## config.mk

```make
export PLATFORM = sky130hd
export DESIGN_NAME = sas_sequencer
export DESIGN_NICKNAME = d
export VERILOG_FILES = /design/src/rtl/sas_pkg.sv /design/src/rtl/sas_sequencer.sv
export SDC_FILE = /design/constraint.sdc
export NUM_CORES = 1
export LEC_CHECK = 0
export ABC_AREA = 1
export BUFFER_PORTS_ARGS = -buffer_cell sky130_fd_sc_hd__buf_2
export CAP_MARGIN = 20
export CORE_ASPECT_RATIO = 1.4
export CORE_MARGIN = 2
export CORE_UTILIZATION = 49
export CTS_BUF_LIST = sky130_fd_sc_hd__clkbuf_8 sky130_fd_sc_hd__clkbuf_16
export CTS_CLUSTER_DIAMETER = 50
export DETAILED_ROUTE_END_ITERATION = 8
export MAX_ROUTING_LAYER = met4
export PLACE_DENSITY = 0.75
export SLEW_MARGIN = 10
export SYNTH_ARGS = -nofsm -noshare
export SYNTH_HDL_FRONTEND = slang
export SYNTH_SLANG_ARGS = --single-unit
```

## constraint.sdc

```tcl
create_clock -name pclk -period 2.3 [get_ports pclk]
set_input_delay 0.115 -clock pclk [delete_from_list [all_inputs] [get_ports pclk]]
set_output_delay 0.115 -clock pclk [all_outputs]
set_load 0.05 [all_outputs]
```

## src/rtl/sas_pkg.sv

```systemverilog
package sas_pkg;

   // register byte offsets
   localparam logic [11:0] SAS_CTRL_OFS   = 12'h000;
   localparam logic [11:0] SAS_CFG_OFS    = 12'h004;
   localparam logic [11:0] SAS_DELAY_OFS  = 12'h008;
   localparam logic [11:0] SAS_STATUS_OFS = 12'h00C;
   localparam logic [11:0] SAS_RESULT_OFS = 12'h010;
   localparam logic [11:0] SAS_TOUCH_OFS  = 12'h014;

   // ctrl fields
   localparam int SAS_CTRL_START_BIT = 0;
   localparam int SAS_CTRL_EXTEN_BIT = 1;
   localparam int SAS_CTRL_IEN_BIT   = 2;

   // cfg fields
   localparam int SAS_CFG_CH_LSB   = 0;
   localparam int SAS_CFG_DIFF_BIT = 3;
   localparam int SAS_CFG_PREF_LSB = 4;
   localparam int SAS_CFG_NREF_LSB = 6;
   localparam int SAS_CFG_EXTF_BIT = 8;

   // status fields
   localparam int SAS_ST_DONE_BIT = 0;
   localparam int SAS_ST_BUSY_BIT = 1;
   localparam int SAS_ST_PEN_BIT  = 2;

   // reset values
   localparam logic [8:0]  SAS_CFG_RST   = 9'h000;
   localparam logic [15:0] SAS_DELAY_RST = 16'h0000;
   localparam logic [7:0]  SAS_TOUCH_RST = 8'h00;

   // conversion time
   localparam int SAS_CONV_NS     = 15000;
   localparam int SAS_CLK_NS      = 20;
   localparam int SAS_CONV_CYCLES = (SAS_CONV_NS + SAS_CLK_NS - 1) / SAS_CLK_NS;

   typedef enum logic [1:0] {
      SAS_PREF_SUPPLY,
      SAS_PREF_EXTPIN,
      SAS_PREF_IN0,
      SAS_PREF_IN3
   } sas_pref_t;

   typedef enum logic [1:0] {
      SAS_NREF_SUPPLY,
      SAS_NREF_IN1,
      SAS_NREF_IN2,
      SAS_NREF_RSVD
   } sas_nref_t;

   // analog front-end control
   typedef struct packed {
      logic [2:0] channel;
      logic       diff_mode;
      sas_pref_t  pos_ref;
      sas_nref_t  neg_ref;
      logic       ext_filter;
   } sas_mux_t;

   // touch drivers: high side and low side per pin
   typedef struct packed {
      logic [3:0] drive_high;
      logic [3:0] drive_low;
   } sas_touch_t;

endpackage

```

## src/rtl/sas_sequencer.sv

```systemverilog
`timescale 1ns/1ps

// Operation
// - select one of eight inputs and produce a twelve-bit result
// - single-ended mode or differential mode using four input pairs
// - single-ended: convert requested channel once, then stop
// - differential: convert requested pair once, then stop
// - positive reference: supply, external pin, input 0 or input 3
// - negative reference: supply, input 1 or input 2
// - external trigger starts conversion after programmable delay
// - pollable done flag with optional interrupt on completion
// - route mux output and converter input to pins for filtering
// - software-controlled low-resistance drivers on four touch pins
// - detect pen-down and report it as status
module sas_sequencer
   import sas_pkg::*;
#(
   parameter int DELAY_W     = 16,
   parameter int CONV_CYCLES = SAS_CONV_CYCLES
) (
   // apb
   input  wire logic        pclk,
   input  wire logic        presetn,
   input  wire logic        psel,
   input  wire logic        penable,
   input  wire logic        pwrite,
   input  wire logic [11:0] paddr,
   input  wire logic [31:0] pwdata,
   output      logic [31:0] prdata,
   output      logic        pready,
   output      logic        pslverr,
   // trigger and done
   input  wire logic        ext_trigger,
   output      logic        done_irq,
   // converter core
   output      sas_mux_t    mux_ctrl,
   output      logic        conv_start,
   input  wire logic        conv_done,
   input  wire logic [11:0] conv_result,
   // touchscreen
   output      sas_touch_t  touch_drive,
   input  wire logic        pen_down_in
);

   initial begin
      if (DELAY_W < 1 || DELAY_W > 16) begin
         $error("DELAY_W must be 1 to 16");
      end
      if (CONV_CYCLES < 1 || CONV_CYCLES > 65535) begin
         $error("CONV_CYCLES must be 1 to 65535");
      end
   end

   typedef enum {SAS_IDLE, SAS_WAIT, SAS_CONV} sas_state_t;

   localparam logic [15:0] CONV_LIMIT = 16'(CONV_CYCLES - 1);

   sas_state_t          state_reg;
   logic [8:0]          cfg_reg;
   logic [DELAY_W-1:0]  delay_reg;
   logic [DELAY_W-1:0]  delay_cnt_reg;
   logic [15:0]         conv_cnt_reg;
   logic                exten_reg;
   logic                ien_reg;
   logic                done_reg;
   logic [11:0]         result_reg;
   logic [7:0]          touch_reg;
   logic                pen_reg;
   logic                trig_prev_reg;
   logic                conv_start_reg;

   // address decode
   logic                hit_ctrl;
   logic                hit_cfg;
   logic                hit_delay;
   logic                hit_status;
   logic                hit_result;
   logic                hit_touch;

   logic                wr_en;
   logic                rd_setup;
   logic                addr_ok;
   logic                sw_start;
   logic                trig_edge;
   logic                start_req;
   logic                delayed_go;
   logic                launch;
   logic                finish;
   logic                busy;
   logic [31:0]         ctrl_word;
   logic [31:0]         status_word;
   logic [31:0]         rd_mux;

   // apb answers in the access cycle, no wait states
   assign pready  = 1'b1;

   // one hit per register
   always_comb begin
      hit_ctrl   = 1'b0;
      hit_cfg    = 1'b0;
      hit_delay  = 1'b0;
      hit_status = 1'b0;
      hit_result = 1'b0;
      hit_touch  = 1'b0;
      if (paddr == SAS_CTRL_OFS) begin
         hit_ctrl = 1'b1;
      end else if (paddr == SAS_CFG_OFS) begin
         hit_cfg = 1'b1;
      end else if (paddr == SAS_DELAY_OFS) begin
         hit_delay = 1'b1;
      end else if (paddr == SAS_STATUS_OFS) begin
         hit_status = 1'b1;
      end else if (paddr == SAS_RESULT_OFS) begin
         hit_result = 1'b1;
      end else if (paddr == SAS_TOUCH_OFS) begin
         hit_touch = 1'b1;
      end
   end

   assign addr_ok  = hit_ctrl || hit_cfg || hit_delay || hit_status || hit_result || hit_touch;
   assign pslverr  = psel && penable && !addr_ok;
   assign wr_en    = psel && penable && pwrite && addr_ok;
   assign rd_setup = psel && !penable && !pwrite;

   assign busy        = (state_reg != SAS_IDLE);
   assign ctrl_word   = {29'h0, ien_reg, exten_reg, 1'b0};
   assign status_word = {29'h0, pen_reg, busy, done_reg};

   assign sw_start  = wr_en && (paddr == SAS_CTRL_OFS) && pwdata[SAS_CTRL_START_BIT];
   assign trig_edge = exten_reg && ext_trigger && !trig_prev_reg;
   assign start_req = (sw_start || trig_edge) && (state_reg == SAS_IDLE);
   assign finish    = (state_reg == SAS_CONV)
                   && (conv_done || conv_cnt_reg == CONV_LIMIT);

   // trigger with nonzero delay waits first; software start never waits
   assign delayed_go = trig_edge && !sw_start && (delay_reg != '0);
   assign launch     = (start_req && !delayed_go)
                    || (state_reg == SAS_WAIT && delay_cnt_reg == '0);

   // control register
   always_ff @(posedge pclk or negedge presetn) begin
      if (!presetn) begin
         exten_reg <= 1'b0;
         ien_reg   <= 1'b0;
      end else if (wr_en && hit_ctrl) begin
         exten_reg <= pwdata[SAS_CTRL_EXTEN_BIT];
         ien_reg   <= pwdata[SAS_CTRL_IEN_BIT];
      end
   end

   // front-end configuration register
   always_ff @(posedge pclk or negedge presetn) begin
      if (!presetn) begin
         cfg_reg <= SAS_CFG_RST;
      end else if (wr_en && hit_cfg) begin
         cfg_reg <= pwdata[8:0];
      end
   end

   // start delay register
   always_ff @(posedge pclk or negedge presetn) begin
      if (!presetn) begin
         delay_reg <= DELAY_W'(SAS_DELAY_RST);
      end else if (wr_en && hit_delay) begin
         delay_reg <= pwdata[DELAY_W-1:0];
      end
   end

   // touch driver register
   always_ff @(posedge pclk or negedge presetn) begin
      if (!presetn) begin
         touch_reg <= SAS_TOUCH_RST;
      end else if (wr_en && hit_touch) begin
         touch_reg <= pwdata[7:0];
      end
   end

   // trigger edge history
   always_ff @(posedge pclk or negedge presetn) begin
      if (!presetn) begin
         trig_prev_reg <= 1'b0;
      end else begin
         trig_prev_reg <= ext_trigger;
      end
   end

   // sequencer: one conversion per start, then back to idle
   always_ff @(posedge pclk or negedge presetn) begin
      if (!presetn) begin
         state_reg <= SAS_IDLE;
      end else begin
         case (state_reg)
            SAS_IDLE: begin
               if (start_req && delayed_go) begin
                  state_reg <= SAS_WAIT;
               end else if (start_req) begin
                  state_reg <= SAS_CONV;
               end
            end
            SAS_WAIT: begin
               if (delay_cnt_reg == '0) begin
                  state_reg <= SAS_CONV;
               end
            end
            SAS_CONV: begin
               if (finish) begin
                  state_reg <= SAS_IDLE;
               end
            end
            default: begin
               state_reg <= SAS_IDLE;
            end
         endcase
      end
   end

   // start delay countdown
   always_ff @(posedge pclk or negedge presetn) begin
      if (!presetn) begin
         delay_cnt_reg <= '0;
      end else if (start_req && delayed_go) begin
         delay_cnt_reg <= delay_reg - DELAY_W'(1);
      end else if (state_reg == SAS_WAIT && delay_cnt_reg != '0) begin
         delay_cnt_reg <= delay_cnt_reg - DELAY_W'(1);
      end
   end

   // conversion timeout, ends the conversion if the core stays silent
   always_ff @(posedge pclk or negedge presetn) begin
      if (!presetn) begin
         conv_cnt_reg <= 16'h0000;
      end else if (launch) begin
         conv_cnt_reg <= 16'h0000;
      end else if (state_reg == SAS_CONV && !finish) begin
         conv_cnt_reg <= conv_cnt_reg + 16'h0001;
      end
   end

   // one-cycle start pulse to the core
   always_ff @(posedge pclk or negedge presetn) begin
      if (!presetn) begin
         conv_start_reg <= 1'b0;
      end else begin
         conv_start_reg <= launch;
      end
   end

   // done flag: set on finish wins over clear
   always_ff @(posedge pclk or negedge presetn) begin
      if (!presetn) begin
         done_reg <= 1'b0;
      end else if (finish) begin
         done_reg <= 1'b1;
      end else if (start_req) begin
         done_reg <= 1'b0;
      end
   end

   // result capture
   always_ff @(posedge pclk or negedge presetn) begin
      if (!presetn) begin
         result_reg <= 12'h000;
      end else if (finish) begin
         result_reg <= conv_result;
      end
   end

   // pen-down status
   always_ff @(posedge pclk or negedge presetn) begin
      if (!presetn) begin
         pen_reg <= 1'b0;
      end else begin
         pen_reg <= pen_down_in;
      end
   end

   // read data select
   always_comb begin
      rd_mux = 32'h00000000;
      if (hit_ctrl) begin
         rd_mux = ctrl_word;
      end else if (hit_cfg) begin
         rd_mux = {23'h0, cfg_reg};
      end else if (hit_delay) begin
         rd_mux = 32'(delay_reg);
      end else if (hit_status) begin
         rd_mux = status_word;
      end else if (hit_result) begin
         rd_mux = {20'h0, result_reg};
      end else if (hit_touch) begin
         rd_mux = {24'h0, touch_reg};
      end
   end

   // read data register, loaded in the setup cycle
   always_ff @(posedge pclk or negedge presetn) begin
      if (!presetn) begin
         prdata <= 32'h00000000;
      end else if (rd_setup) begin
         prdata <= rd_mux;
      end
   end

   assign done_irq   = done_reg && ien_reg;
   assign conv_start = conv_start_reg;

   // front-end controls; differential uses channel[1:0] as pair index
   assign mux_ctrl.channel    = cfg_reg[SAS_CFG_CH_LSB +: 3];
   assign mux_ctrl.diff_mode  = cfg_reg[SAS_CFG_DIFF_BIT];
   assign mux_ctrl.pos_ref    = sas_pref_t'(cfg_reg[SAS_CFG_PREF_LSB +: 2]);
   assign mux_ctrl.neg_ref    = sas_nref_t'(cfg_reg[SAS_CFG_NREF_LSB +: 2]);
   assign mux_ctrl.ext_filter = cfg_reg[SAS_CFG_EXTF_BIT];

   // never drive high and low side of one pin together
   assign touch_drive.drive_high = touch_reg[7:4] & ~touch_reg[3:0];
   assign touch_drive.drive_low  = touch_reg[3:0];

endmodule

```

==> results.sh <==
export IMPL_core_region_area_um2=11280
export IMPL_die_width_um=94.87
export IMPL_grt_remaining_overflow=0
export IMPL_num_vias=5139
export IMPL_r2r_setup_slack_ns=0.15
export IMPL_htree_num_levels=3
export IMPL_async_flop_share=1.000
export IMPL_setup_viol=0
export IMPL_cp_max_fo=10
export IMPL_power_density_nw_per_um2=507.0
export IMPL_drv_cap=0
export IMPL_ioPinCount=117
export IMPL_drtIter0Drc=353
export IMPL_fin_util=0.6068
export IMPL_rsz0062_at_grt="false"
export IMPL_cts_tree="built"
export IMPL_dp_slack_ns=-0.03815
export IMPL_grt_pass1_wl_mm=24.12
export IMPL_drtAntennaViolNets=0
export IMPL_drt_pass1_iter_count=5
export IMPL_synth_edff_count=0
export IMPL_wire_per_inst_um=14.97
export IMPL_place_inst=965
export IMPL_dpl_cell_area_um2=6420
export IMPL_timing_rr_start="delay_reg[5]$_DFFE_PN0P_"
export IMPL_synth_warnings=0
export IMPL_ir_worst_vdd_mv=0.3445
export IMPL_worstPathArrival_ns=2.38
export IMPL_drive_gt1_frac=0.2577
export IMPL_hpwl_mm=11.24
export IMPL_num_antenna_cells=0
export IMPL_nNetsFinal=905
export IMPL_hold_ws_ns=0.002729
export IMPL_yosys_top_cells_area="dfrtp_1 (45%), nand2_1 (12%), inv_1 (5.3%)"
export IMPL_fp_dieH_um=131.2
export IMPL_start_util=0.5021
export IMPL_p_leak_nw=3.581
export IMPL_clock_sinks=101
export IMPL_cts_buffers=9
export IMPL_timing_rr_end="delay_cnt_reg[6]$_DFFE_PN0P_"
export IMPL_syn_inst=716
export IMPL_finalCriticalPeriod_ns=2.147
export IMPL_finalWirelength_mm=14.76
export IMPL_synth_largest_area_cell="dfrtp_1"
export IMPL_yosys_most_used_dff="dfrtp_1"
export IMPL_hold_depth=3
export IMPL_avgSynthCellArea_um2=7.911
export IMPL_reg2reg_depth=14
export IMPL_design_power_total_mw=3.471
export IMPL_synth_area_um2=5664
export IMPL_whs_endpoint="result_reg[5]$_DFFE_PN0P_"
export IMPL_avgViaCountPerCell=5.212
export IMPL_rows=46
export IMPL_post_synth_num_cell_types=48
export IMPL_port_buffers=83
export IMPL_hold_viol_final=0
export IMPL_min_path_type="in2reg"
export IMPL_slew_headroom=0.6321
export IMPL_crit_path_end_kind="flop"
export IMPL_layoutNonFillerInstCount=986
export IMPL_ys_ff_latch=101
export IMPL_seq_area_frac_synth=0.4462
export IMPL_clk_path_buf_depth=2
export IMPL_criticalPathCategory="reg2reg"
export IMPL_track_usage=0.2531
export IMPL_period_share=0.9335
export IMPL_antenna_found_initial=0
export IMPL_clkLatencyLatePin_ns=0.35
export IMPL_grt_pass1_vias=4915
export IMPL_path_clk_slew_ns=0.08
export IMPL_grt_max_degree=61
export IMPL_root_buffer="clkbuf_16"
export IMPL_skew_ns=0.008718
export IMPL_hp_start="conv_result[5]"
export IMPL_critical_path_required_ns=2.53
export IMPL_synth_top_area_frac=0.4462
export IMPL_stdcell_area_um2=6845
export IMPL_fp_dieArea_um2=12450
export IMPL_finalWorstSetupSlack_ns=0.1530
export IMPL_outcome="finished clean"
export IMPL_worst_pin_slew_ns=0.5519
export IMPL_routabilityCongestion=0.8956
export IMPL_fmax_ghz=0.4658
export IMPL_final_setup_tns_ns=0
export IMPL_maxSlewViolCount=0
export IMPL_route_detailed_drc=0
export IMPL_worstSetupStartpointType="flop"
export IMPL_synthToLayoutAreaGrowth_pct=20.85
## synthesized netlist by cell type, types with 3 or more instances
cell and n:
ha_1 3, a31oi_1 6, nand3_2 5, o21ai_0 44, mux2_2 9, inv_1 80, a221oi_1 6, nor2_4 4
buf_4 22, nor4_1 7, nor3_1 10, nand2_2 10, xor2_1 11, o22ai_1 8, clkbuf_1 11, dfrtp_1 101
nor2_1 74, nand3_1 22, a21oi_1 13, inv_2 13, buf_2 4, nand2_1 176, o21ai_1 3, nand2_4 3
o221ai_1 3, nand4_1 31, nor2_2 6, o31ai_1 3
## kinds of logic (layout without fill, tap and decap cells)
kind of cell,after synthesis,count (layout),synth area share
xor gates and xnor gates,13,13,0.02010
AOI/OAI and AO/OA,96,96,0.1014
and+or+nand+nor,357,357,0.2962
adders and majority gates,3,3,0.006628
muxes,9,9,0.01789
DFF,101,101,0.4462
other,2,17,0.001326
buffers and inverters,135,246,0.1102
## how the worst max path moves through the flow
stage / start / to / slack, ns / depth (start not counted)
after floorplan: delay_reg[8]$_DFFE_PN0P_ / delay_cnt_reg[12]$_DFFE_PN0P_ / 0.13 / 15
after global placement: delay_reg[14]$_DFFE_PN0P_ / delay_cnt_reg[10]$_DFFE_PN0P_ / 0.02 / 15
after detailed placement: delay_reg[14]$_DFFE_PN0P_ / delay_cnt_reg[10]$_DFFE_PN0P_ / -0.04 / 15
after CTS: delay_reg[14]$_DFFE_PN0P_ / delay_cnt_reg[10]$_DFFE_PN0P_ / 0.03 / 15
after global routing: delay_reg[8]$_DFFE_PN0P_ / delay_cnt_reg[12]$_DFFE_PN0P_ / 0.02 / 15
final: delay_reg[5]$_DFFE_PN0P_ / delay_cnt_reg[6]$_DFFE_PN0P_ / 0.15 / 14
## layout make-up
cell class,instances,area [um2]
fillers,1022,4436
clock buffers,9,225.2
flip-flops and latches,101,2527
repair buffers,137,858.3
inverters,94,352.8
well taps,144,180.2
multi-input cells,495,2646
clock inverters,6,55.05
## power by group
part / total (mW) / switching (mW) / leakage, nW / internal [mW]
registers: 1.78 / 0.00229 / 1.30 / 1.78
clock network: 1.47 / 0.722 / 0.132 / 0.749
logic: 0.218 / 0.163 / 2.15 / 0.0550
total: 3.47 / 0.888 / 3.58 / 2.58
## placed cells by master (no fill, tap or decap), types with 6 or more instances in the layout
master         Yosys  layout
nor2_1            74      68
nand3_1           22      22
o22ai_1            8       8
mux2_2             9       9
nand2_1          176     174
buf_2              4      82
nor2_4             4       7
conb_1             2      17
inv_1             80      80
clkbuf_16          0       9
dlygate4sd3_1      0       6
a31oi_1            6       6
a21oi_1           13      12
buf_4             22      46
xor2_1            11      11
a221oi_1           6       6
o21ai_0           44      44
nor4_1             7       7
nand2_2           10      11
inv_2             13      13
nand4_1           31      31
dfrtp_1          101     101
nor3_1            10      10
nor2_2             6       9
## critical path, cell delays in order (launching register included)
cell and delay, ns:
dfrtp_1 0.36, inv_1 0.06, nand3_1 0.11, nor2_2 0.07, a21oi_4 0.21, buf_6 0.17, nand4_1 0.09, nand2_1 0.16
ha_4 0.17, nand3_4 0.10, buf_4 0.16, nor2_1 0.15, nand2_1 0.07, nand2_1 0.07, a31oi_1 0.08
## per-layer routing
layer / track usage / vias to the layer above / share of wire
li1: - / 2560 / -
met1: 0.3178 / 2447 / 0.43
met2: 0.4232 / 111 / 0.52
met3: 0.03440 / 21 / 0.032
met4: 0.07407 / 0 / 0.017
met5: - / - / 0
## repair_timing
action	CTS	global route
hold buffers	6	0
pin swaps	0	8
buffers inserted	0	0
endpoints found under the hold margin	46	0
setup endpoints to repair	6	13
resized for setup	1	19
(Power assumes the default switching activity.)
